==> src/common/dtc_defs.svh <==
// constants for the diagnostic and tape command executor
// assumes inclusion by bare name from design files
`ifndef DTC_DEFS_SVH
`define DTC_DEFS_SVH

// command codes written to the command location
`define DTC_CMD_ABORT      8'h00
`define DTC_CMD_WR_GAP     8'h8A
`define DTC_CMD_VERIFY     8'h8B
`define DTC_CMD_RD_LONG    8'h8C
`define DTC_CMD_WR_LONG    8'h8D
`define DTC_CMD_COMP_ERR   8'h8E
`define DTC_CMD_COMP_LONG  8'h8F
// location of the command register
`define DTC_CMD_LOC        8'h3F
// read status register 0D and its data-mismatch bit
`define DTC_STAT_LOC       8'h0D
`define DTC_STAT_MISM_BIT  3
// correction spans in bits
`define DTC_SPAN_32_NORM   5'h05
`define DTC_SPAN_56_NORM   5'h0B
`define DTC_SPAN_32_LONG   5'h0B
`define DTC_SPAN_56_LONG   5'h16
// widths and reset values
`define DTC_SYN_W          56
`define DTC_ZERO_BYTE      8'h00
`define DTC_RST_COUNT      8'h00
`define DTC_RST_SPAN       5'h00

`endif

==> src/common/dtc_pkg.sv <==
// types shared by the command executor files
// assumes dtc_defs.svh is on the include path
package dtc_pkg;

    // command execution states
    typedef enum logic [2:0] {
        ST_IDLE    = 3'b000,
        ST_GAP     = 3'b001,
        ST_VERIFY  = 3'b010,
        ST_RD_LONG = 3'b011,
        ST_WR_LONG = 3'b100,
        ST_COMPUTE = 3'b101
    } dtc_state_t;

    // control state of the executor
    typedef struct packed {
        dtc_state_t  st;
        logic [7:0]  count;
        logic        gate;
        logic        mism;
        logic        id_err;
        logic        dat_err;
        logic [7:0]  mem_byte;
        logic        mem_vld;
        logic [7:0]  wr_byte;
        logic        wr_vld;
        logic        orient;
        logic        comp_go;
        logic [4:0]  span;
        logic        done;
    } dtc_ctl_t;

    // state of the syndrome capture shifter
    typedef struct packed {
        logic [55:0] syn;
    } dtc_syn_t;

endpackage

==> src/logic/dtc_syn_cap.sv <==
// syndrome capture: shifts raw ecc bytes read from the medium
// assumes one byte per shift strobe, oldest byte ends in the top
`timescale 1ns/1ps
`include "dtc_defs.svh"

module dtc_syn_cap (
    // clock, reset, enable
    input  wire logic                   clk_sys_in,
    input  wire logic                   reset_n_in,
    input  wire logic                   ce_in,
    // control and data
    input  wire logic                   clear_in,
    input  wire logic                   shift_in,
    input  wire logic [7:0]             byte_in,
    // captured bits
    output logic [`DTC_SYN_W-1:0]       syn_out
);
    dtc_pkg::dtc_syn_t s_q;
    dtc_pkg::dtc_syn_t s_d;

    ////////////////////////////////////////////////////////////////////
    // next value: clear wins, else shift a byte in
    always_comb begin
        s_d = s_q;
        if (clear_in) begin
            s_d.syn = '0;
        end else if (shift_in) begin
            s_d.syn = {s_q.syn[`DTC_SYN_W-9:0], byte_in};
        end
    end

    // register
    always_ff @(posedge clk_sys_in or negedge reset_n_in) begin
        if (!reset_n_in) begin
            s_q <= '0;
        end else if (ce_in) begin
            s_q <= s_d;
        end
    end

    assign syn_out = s_q.syn;

endmodule // dtc_syn_cap

==> src/logic/dtc_cmd_exec.sv <==
// command executor for gap write, verify, long read/write, compute error
// assumes the drive channel hands bytes already deserialised, one strobe each
`timescale 1ns/1ps
`include "dtc_defs.svh"

module dtc_cmd_exec (
    // clock, reset, enable
    input  wire logic                   clk_sys_in,
    input  wire logic                   reset_n_in,
    input  wire logic                   ce_in,
    // command location write from the host
    input  wire logic                   cmd_wr_in,
    input  wire logic [7:0]             cmd_addr_in,
    input  wire logic [7:0]             cmd_code_in,
    input  wire logic [7:0]             xfer_count_in,
    input  wire logic                   ecc56_in,
    // drive channel events and read bytes
    input  wire logic                   index_in,
    input  wire logic                   disk_vld_in,
    input  wire logic [7:0]             disk_byte_in,
    input  wire logic                   disk_ecc_in,
    input  wire logic                   id_ecc_err_in,
    input  wire logic                   dat_ecc_err_in,
    input  wire logic                   sector_end_in,
    // memory side bytes from dma
    input  wire logic                   mem_vld_in,
    input  wire logic [7:0]             mem_byte_in,
    // ecc engine completion
    input  wire logic                   comp_done_in,
    // bytes to memory
    output logic                        mem_vld_out,
    output logic [7:0]                  mem_byte_out,
    // bytes to the medium
    output logic                        wr_vld_out,
    output logic [7:0]                  wr_byte_out,
    output logic                        write_gate_out,
    output logic                        ecc_gen_off_out,
    output logic                        orient_reset_out,
    // ecc engine request
    output logic                        comp_go_out,
    output logic [4:0]                  comp_span_out,
    // status
    output logic                        busy_out,
    output logic                        done_out,
    output logic [7:0]                  count_out,
    output logic [7:0]                  status_0d_out,
    output logic                        id_err_out,
    output logic                        dat_err_out,
    output logic [`DTC_SYN_W-1:0]       syn_out
);
    dtc_pkg::dtc_ctl_t c_q;
    dtc_pkg::dtc_ctl_t c_d;
    logic              start;
    logic              syn_clear;
    logic              syn_shift;

    ////////////////////////////////////////////////////////////////////
    // decode helpers
    function automatic dtc_pkg::dtc_state_t cmd_state(input logic [7:0] code);
        case (code)
            `DTC_CMD_WR_GAP:    cmd_state = dtc_pkg::ST_GAP;
            `DTC_CMD_VERIFY:    cmd_state = dtc_pkg::ST_VERIFY;
            `DTC_CMD_RD_LONG:   cmd_state = dtc_pkg::ST_RD_LONG;
            `DTC_CMD_WR_LONG:   cmd_state = dtc_pkg::ST_WR_LONG;
            `DTC_CMD_COMP_ERR, `DTC_CMD_COMP_LONG: cmd_state = dtc_pkg::ST_COMPUTE;
            default:            cmd_state = dtc_pkg::ST_IDLE;
        endcase
    endfunction

    function automatic logic [4:0] span_of(input logic [7:0] code, input logic e56);
        if (code == `DTC_CMD_COMP_LONG) span_of = e56 ? `DTC_SPAN_56_LONG : `DTC_SPAN_32_LONG;
        else span_of = e56 ? `DTC_SPAN_56_NORM : `DTC_SPAN_32_NORM;
    endfunction

    ////////////////////////////////////////////////////////////////////
    // command acceptance: only a write to the command location
    assign start = cmd_wr_in && (cmd_addr_in == `DTC_CMD_LOC);

    // next state
    always_comb begin
        c_d         = c_q;
        c_d.mem_vld = 1'b0;
        c_d.wr_vld  = 1'b0;
        c_d.orient  = 1'b0;
        c_d.comp_go = 1'b0;
        c_d.done    = 1'b0;
        if (start) begin
            // any new command, abort included, ends the running one
            c_d.st      = cmd_state(cmd_code_in);
            c_d.count   = xfer_count_in;
            c_d.gate    = (cmd_code_in == `DTC_CMD_WR_GAP)
                          || (cmd_code_in == `DTC_CMD_WR_LONG);
            c_d.mism    = 1'b0;
            c_d.id_err  = 1'b0;
            c_d.dat_err = 1'b0;
            c_d.wr_byte = `DTC_ZERO_BYTE;
            c_d.done    = (c_q.st != dtc_pkg::ST_IDLE);
            c_d.orient  = (cmd_code_in == `DTC_CMD_WR_GAP);
            if (cmd_state(cmd_code_in) == dtc_pkg::ST_COMPUTE) begin
                c_d.comp_go = 1'b1;
                c_d.span    = span_of(cmd_code_in, ecc56_in);
            end
        end else begin
            case (c_q.st)
                dtc_pkg::ST_IDLE: c_d.gate = 1'b0;
                dtc_pkg::ST_GAP: begin
                    // zeroes every cycle until index
                    c_d.wr_vld  = 1'b1;
                    c_d.wr_byte = `DTC_ZERO_BYTE;
                    if (index_in) begin
                        c_d.st     = dtc_pkg::ST_IDLE;
                        c_d.gate   = 1'b0;
                        c_d.wr_vld = 1'b0;
                        c_d.done   = 1'b1;
                    end
                end
                dtc_pkg::ST_VERIFY: begin
                    if (disk_vld_in && mem_vld_in && (disk_byte_in != mem_byte_in)) begin
                        c_d.mism = 1'b1;
                        c_d.st   = dtc_pkg::ST_IDLE;
                        c_d.done = 1'b1;
                    end else if (sector_end_in) begin
                        if (c_q.count == `DTC_RST_COUNT) begin
                            c_d.st   = dtc_pkg::ST_IDLE;
                            c_d.done = 1'b1;
                        end else begin
                            c_d.count = c_q.count - 8'h01;
                        end
                    end
                end
                dtc_pkg::ST_RD_LONG: begin
                    // data and ecc bytes go to memory, id error or not
                    if (disk_vld_in) begin
                        c_d.mem_vld  = 1'b1;
                        c_d.mem_byte = disk_byte_in;
                    end
                    c_d.id_err  = c_q.id_err | id_ecc_err_in;
                    c_d.dat_err = c_q.dat_err | dat_ecc_err_in;
                    if (sector_end_in) begin
                        if (c_q.id_err || c_q.dat_err || id_ecc_err_in || dat_ecc_err_in) begin
                            c_d.st   = dtc_pkg::ST_IDLE;
                            c_d.done = 1'b1;
                        end else if (c_q.count == `DTC_RST_COUNT) begin
                            c_d.st   = dtc_pkg::ST_IDLE;
                            c_d.done = 1'b1;
                        end else begin
                            c_d.count = c_q.count - 8'h01;
                        end
                    end
                end
                dtc_pkg::ST_WR_LONG: begin
                    // memory bytes straight to the medium, id errors ignored
                    c_d.gate = 1'b1;
                    if (mem_vld_in) begin
                        c_d.wr_vld  = 1'b1;
                        c_d.wr_byte = mem_byte_in;
                    end
                    if (sector_end_in) begin
                        if (c_q.count == `DTC_RST_COUNT) begin
                            c_d.st   = dtc_pkg::ST_IDLE;
                            c_d.gate = 1'b0;
                            c_d.done = 1'b1;
                        end else begin
                            c_d.count = c_q.count - 8'h01;
                        end
                    end
                end
                dtc_pkg::ST_COMPUTE: begin
                    if (comp_done_in) begin
                        c_d.st   = dtc_pkg::ST_IDLE;
                        c_d.done = 1'b1;
                    end
                end
                default: begin
                    c_d.st   = dtc_pkg::ST_IDLE;
                    c_d.gate = 1'b0;
                end
            endcase
        end
    end

    // state register
    always_ff @(posedge clk_sys_in or negedge reset_n_in) begin
        if (!reset_n_in) begin
            c_q       <= '0;
            c_q.st    <= dtc_pkg::ST_IDLE;
            c_q.count <= `DTC_RST_COUNT;
            c_q.span  <= `DTC_RST_SPAN;
        end else if (ce_in) begin
            c_q <= c_d;
        end
    end

    ////////////////////////////////////////////////////////////////////
    // raw ecc bytes of a long read land in the syndrome register
    assign syn_clear = start && (cmd_code_in == `DTC_CMD_RD_LONG);
    assign syn_shift = (c_q.st == dtc_pkg::ST_RD_LONG) && disk_vld_in
                       && disk_ecc_in && !start;

    dtc_syn_cap u_syn (
        .clk_sys_in (clk_sys_in),
        .reset_n_in (reset_n_in),
        .ce_in      (ce_in),
        .clear_in   (syn_clear),
        .shift_in   (syn_shift),
        .byte_in    (disk_byte_in),
        .syn_out    (syn_out)
    );

    ////////////////////////////////////////////////////////////////////
    // outputs from the state register
    assign mem_vld_out      = c_q.mem_vld;
    assign mem_byte_out     = c_q.mem_byte;
    assign wr_vld_out       = c_q.wr_vld;
    assign wr_byte_out      = c_q.wr_byte;
    assign write_gate_out   = c_q.gate;
    assign ecc_gen_off_out  = (c_q.st == dtc_pkg::ST_WR_LONG);
    assign orient_reset_out = c_q.orient;
    assign comp_go_out      = c_q.comp_go;
    assign comp_span_out    = c_q.span;
    assign busy_out         = (c_q.st != dtc_pkg::ST_IDLE);
    assign done_out         = c_q.done;
    assign count_out        = c_q.count;
    assign status_0d_out    = {4'h0, c_q.mism, 3'h0};
    assign id_err_out       = c_q.id_err;
    assign dat_err_out      = c_q.dat_err;
endmodule // dtc_cmd_exec

==> config.mk <==
export PLATFORM = sky130hd
export DESIGN_NAME = dtc_cmd_exec
export DESIGN_NICKNAME = d
export VERILOG_FILES = /design/src/common/dtc_pkg.sv /design/src/logic/dtc_syn_cap.sv /design/src/logic/dtc_cmd_exec.sv
export VERILOG_INCLUDE_DIRS = /design/src /design/src/common
export SDC_FILE = /design/constraint.sdc
export NUM_CORES = 1
export LEC_CHECK = 0
export BUFFER_PORTS_ARGS = -buffer_cell sky130_fd_sc_hd__buf_2
export CAP_MARGIN = 30
export CORE_MARGIN = 3
export CORE_UTILIZATION = 46
export DETAILED_ROUTE_END_ITERATION = 8
export GPL_TIMING_DRIVEN = 0
export PLACE_DENSITY = 0.76
export SLEW_MARGIN = 30
export SYNTH_ARGS = -nofsm -noshare
export SYNTH_HDL_FRONTEND = slang
export SYNTH_SLANG_ARGS = --single-unit
==> constraint.sdc <==
create_clock -name clk_sys_in -period 1.93 [get_ports clk_sys_in]
set_input_delay 0.2895 -clock clk_sys_in [delete_from_list [all_inputs] [get_ports clk_sys_in]]
set_output_delay 0.2895 -clock clk_sys_in [all_outputs]
set_load 0.05 [all_outputs]
Word-level counts from Yosys, hierarchy flattened. Cells that the tools add are included.

Word-level logic and storage cells: 121. RAM bits: 0. Bits in registers: 97. Memories kept: 0. Bits in read-only memories: 0. Output and inout port bits: 103. Input bits: 53. Bits in latches: 0.

Shift operators: 0. $mul: 0. Bitwise operators: 3. Mux-type cells: 45. Div/mod/pow operators: 0. Eq/ne operators: 25. Reduce and logical (&&, ||, !) cells: 32. Add/sub/neg operators: 1. $lt $le $gt $ge: 0.

Operator list (count): 2-to-1 mux 56 bit (2); equality test 8 bit (second input constant) (6); 2-to-1 mux 11 bit (3); 2-to-1 mux 8 bit (4); one-hot mux 8 bit (3 select lines) (1); 2-to-1 mux 3 bit (6); 2-to-1 mux 9 bit (2); != test 3 bit (second input constant) (6); one-hot mux 3 bit (6 select lines) (1); one-hot mux 9 bit (2 select lines) (1); 2-to-1 mux 1 bit (15); 2-to-1 mux 15 bit (1); one-hot mux 3 bit (5 select lines) (1); AND reduction 7 bit (2); 2-to-1 mux 12 bit (1); AND reduction 3 bit (4); 2-to-1 mux 5 bit (2); equality test 3 bit (second input constant) (3); equality test 8 x 6 -> 1 bit (second input constant) (1); logical NOT 8 bit (1); != test 8 bit (1); nonzero test 2 bit (4); subtractor 8 x 1 -> 8 bit (second input constant) (1); logical AND 1 bit (7); 22 further kinds (30).

Depth between registers and ports, before layout.
Depth after elaboration: 7. Depth in mapped cells: 8. Depth with buffers taken out: 7.

Modules after synthesis. From an unflattened synthesis, not the netlist that was laid out.

Cell total of the unflattened synthesis: 593. Area, all modules: 5970.7 um2.

Modules (own cells, without submodules): dtc_syn_cap (cells each 310, area an instance 3235.6 um2, sequential area each 1401.3 um2, instances 1); dtc_cmd_exec (cells each 283, area an instance 2735.1 um2, sequential area each 1026.0 um2, instances 1).

Worst setup path before layout. No wires, ideal clock.

Path kind: register -> register. From: register c_q (netlist bit id_err_out). To: register c_q (netlist bit count_out[1]). Clock period less this slack: 2069 ps. Path buffers: 0. Cell stages (with the launch flop): 7. Required time: 1799 ps. Path slack: -139 ps. Arrival time: 1938 ps. Setup time: 131 ps. Cells stage by stage: dfrtp_1 nor4_1 and3_1 o31ai_1 a31o_2 or2_2 o2bb2ai_1.

Word-level cells in the longest chain between the ends: 5.

Ends and longest elaborated chain: start: declaration (RTL line dtc_cmd_exec.sv:51) `dtc_pkg::dtc_ctl_t c_q;`; logical OR 1 bit (3 in a row) (RTL line dtc_cmd_exec.sv:140) `if (c_q.id_err || c_q.dat_err || id_ecc_err_in || dat_ecc_err_in) begin`; != test 3 bit (no source line); AND reduction 7 bit (no source line).

No other way between the ends. A chain may end at the register's enable or synchronous reset.

Worst setup path in the final report.
From: register c_q (netlist bit count_out[5]). To: register c_q[39] (netlist name).

Word-level cells in the longest chain between the ends: 6. Elaborated cells on any way between the ends: 9. Classes of those cells: mux: 8; reduce/logical: 1.

Ends and longest elaborated chain: logical NOT 8 bit (no source line) (*); 2-to-1 mux 3 bit (*); 2-to-1 mux 3 bit or 2-to-1 mux 11 bit (tied branches); 2-to-1 mux 11 bit or 2-to-1 mux 3 bit (tied branches); one-hot mux 3 bit (6 select lines) (*); 2-to-1 mux 15 bit (*).

Mark *: on every way between the ends. The rest lies on a longest branch, timed or not. The select of a mux whose other input is x is not followed.

==> out/metrics.csv <==
metric,value,unit
outcome,"finished, violations left",
violated checks,negative setup slack,
overall track demand over capacity in global routing,22.5,%
overall power consumption,3.86,mW
startpoint of the worst register-to-register path,count_out[5],
cell depth of the worst flop-to-flop path,6,
power per standard cell area,614,nW/µm²
startpoint of the lowest-slack hold path,disk_byte_in[3],
Leakage Power,3.26,nW
met1 wire length,5570,µm
actual slew at the worst max-slew pin,638,ps
IO buf count,145,
Worst path slowest cell,sky130_fd_sc_hd__or4_4,
WL met3,1020,µm
Placer Congestion,0.916,
worst relative slew slack,57.1,%
clock latency on the worst-skew pair,350,ps
hold slack final,204,ps
pin count of the biggest net entering global routing,62,
cells along the critical path,or4_4 > or4b_4 > nand2_2 > a221o_1 > a21oi_1 > a21o_1,
Logic pwr share,10.2,%
antenna violation net count after detailed routing,0,
CTS tree,yes,
sink of the worst hold path,u_syn.syn_out[3],
GR Overflow Total,0,
antenna violations before repair,0,
highest ir drop seen on vdd,434,µV
Total Die Area,12000,µm²
width of the die,109,µm
synthesized area divided by synthesized cell count,9.00,µm²
total cell area at the placement stage,5880,µm²
Internal Dissipation,2.91,mW
vias after detailed routing,4530,
total instance count after detailed placement,834,
number of register bits inferred by synthesis,97,
proportion of total power due to net switching,24.5,%
Final TNS setup,-526,ps
vertical extent of the die,109,µm
number of violations reported at the end of detailed-routing iteration 0,286,
detailed-route DRC error count,0,
Detailed Place HPWL,10000,µm
Synth Instances,546,
vias in the first global route,4508,
total number of H-tree levels,3,
share of layout cells above drive strength 1,35.9,%
post-synthesis async set-or-reset flop share,100,%
Final Max Tran Viols,0,
critical path data arrival time,2310,ps
clock root buffer master,sky130_fd_sc_hd__clkbuf_8,
"most common cell after layout, fill and taps aside",sky130_fd_sc_hd__buf_2,
number of endpoints with negative hold slack in the final report,0,
Post-synth EDFFs,0,
routed wirelength normalized by instance count,15.4,µm
class of the most critical hold timing path,input pin to flip-flop,
row count,37,
clock transition at the register clock pins on the worst setup and hold paths after CTS,100,ps
count of boundary I/O pins,156,
category of the worst setup path capture point,flip-flop,
CP peak stage delay,580,ps
placeable core area,10400,µm²
data required time at the worst endpoint,2190,ps
post-detailed-routing wire length,13300,µm
Cell variety after synth,53,
global-route wire length before repair,21300,µm
Synth Cell Area,4910,µm²
Finished Cell Area,6290,µm²
final clock skew,12.2,ps
share of the yosys chip area belonging to registers,49.4,%
ratio of routed vias to standard cells,5.26,
pre-CTS setup slack,-605,ps
Clock Sink Count,97,
setup slack on the worst flop-to-flop path,-120,ps
count of synthesis-stage warnings from yosys,0,
top layer used by detailed routing,met4,
"Top FF cell, synth",sky130_fd_sc_hd__dfrtp_1,
clock network fraction of total power,36.9,%
final setup violation count,8,
CTS Buf Count,9,
Worst setup SP type,flip-flop,
capture instance of the worst register-to-register path,c_q[39],
Switch Pwr,948,µW
"top library cells by usage in the layout, fill and taps aside","151 x sky130_fd_sc_hd__buf_2, 94 x sky130_fd_sc_hd__dfrtp_1, 78 x sky130_fd_sc_hd__o21ai_0, 67 x sky130_fd_sc_hd__inv_1, 58 x sky130_fd_sc_hd__nand3_1",
post-synthesis to final-layout area growth,28.1,%
hold path depth,3,
"Period Utilization, post-route",106,%
"number of standard cells in the layout, taps in and fillers out",861,
WS Path Type,flip-flop to flip-flop,
CP top delay family,simple AND/OR/NAND/NOR gates,
starting density of the core,47.4,%
maximum capacitance violations,0,
buffering stage count on the worst path with inverters included,0,
length of the first detailed-routing pass in iterations,5,
antenna diode count,0,
detailed route wirelength on metal2,6450,µm
Longest Clk Path Bufs,2,
utilization after layout,60.7,%
maximum clock rate,487,MHz
crit path max fanout,4,
clock period minus worst slack,2050,ps
power share of the sequential group,53.0,%
fin nets,778,
worst setup margin,-124,ps
unrepaired setup endpoints after global routing,true,
cell families (layout without fill, tap and decap cells):
family          count (synthesis)  in the layout  share of synthesized area [%]
other cells                     1              7                         0.0763
flops                          97             97                           49.4
fa+ha+maj                       6              6                           1.48
compound gates                134            134                           14.8
xor+xnor                        8              8                           1.43
simple gates                  154            154                           16.9
mux                            10             10                           2.29
buf+inv                       136            309                           13.6
cells in the mapped netlist, drive strengths merged, types with 2 or more instances:
| master | n | area share [%] |
|---|---|---|
| dfrtp | 97 | 49 |
| o21ai | 91 | 9.3 |
| inv | 67 | 5.1 |
| nand3 | 60 | 6.1 |
| buf | 48 | 6.9 |
| a21oi | 23 | 2.3 |
| clkbuf | 21 | 1.6 |
| nand2 | 21 | 1.7 |
| nor2 | 18 | 1.4 |
| nand4 | 11 | 1.4 |
| mux2 | 10 | 2.3 |
| nand2b | 8 | 1.0 |
| xor2 | 8 | 1.4 |
| and3 | 6 | 0.76 |
| nor3 | 6 | 0.61 |
| ha | 5 | 1.3 |
| nor4 | 5 | 0.64 |
| a21o | 4 | 0.61 |
| a31oi | 3 | 0.38 |
| and2 | 2 | 0.25 |
| and4 | 2 | 0.36 |
| nor3b | 2 | 0.31 |
| o22ai | 2 | 0.25 |
| o2bb2ai | 2 | 0.36 |
| or3 | 2 | 0.28 |
flip-flops by register name, indices dropped and copies added, names as in the netlist, 3 cells and up:
| signal | count |
|---|---|
| c_q | 3 |
| comp_span_out | 5 |
| count_out | 8 |
| mem_byte_out | 8 |
| u_syn.syn_out | 56 |
| wr_byte_out | 8 |
cell type report:
type	count	area, µm²
buffer	69	443
clock buffer	10	128
clock inverter	6	82.6
fill	946	4080
inverter	67	251
multi-input combinational	319	1930
sequential	97	2430
tap	136	170
timing repair buffer	157	861
worst register-to-register path, cell delays in order (launching register included):
cell	delay (ps)
sky130_fd_sc_hd__dfrtp_1	390
sky130_fd_sc_hd__or4_4	580
sky130_fd_sc_hd__or4b_4	540
sky130_fd_sc_hd__nand2_2	90
sky130_fd_sc_hd__a221o_1	140
sky130_fd_sc_hd__a21oi_1	60
sky130_fd_sc_hd__a21o_1	160
worst max path at each step:
| stage | from | to | slack (ps) | cells past startpoint |
|---|---|---|---|---|
| floorplan | count_out[4] | c_q[39] | -50 | 6 |
| global placement | reset_n_in | dat_err_out | -580 | 1 |
| detailed placement | cmd_addr_in[7] | u_syn.syn_out[45] | -610 | 8 |
| CTS | count_out[4] | c_q[39] | -150 | 6 |
| global route | count_out[5] | c_q[39] | -200 | 6 |
| finish | count_out[5] | c_q[39] | -120 | 6 |
timing repair:
item | in CTS | in global routing
gates resized for setup | 25 | 21
pin swaps | 7 | 10
endpoints found under the setup margin | 85 | 79
hold buffers | 1 | 0
cloned | 1 | 0
buffers inserted | 8 | 1
hold endpoints to repair | 36 | 0
layer usage:
metal  up-vias  global-route usage, %
met3        17                   3.11
met1      2162                   29.9
met4         0                   8.10
li1       2160                      -
met2       191                   37.9
met5         -                      0
power by group through the flow:
stage                     sequential [mW]  combinational (mW)  clock, mW
after CTS                            2.05               0.386       1.45
after detailed placement             2.09               0.356          0
after global routing                 2.05               0.431       1.54
final                                2.05               0.393       1.42
after global placement               2.09               0.339          0
after floorplan                      2.10               0.188          0
Note: power is estimated with default switching activity, not from simulation.
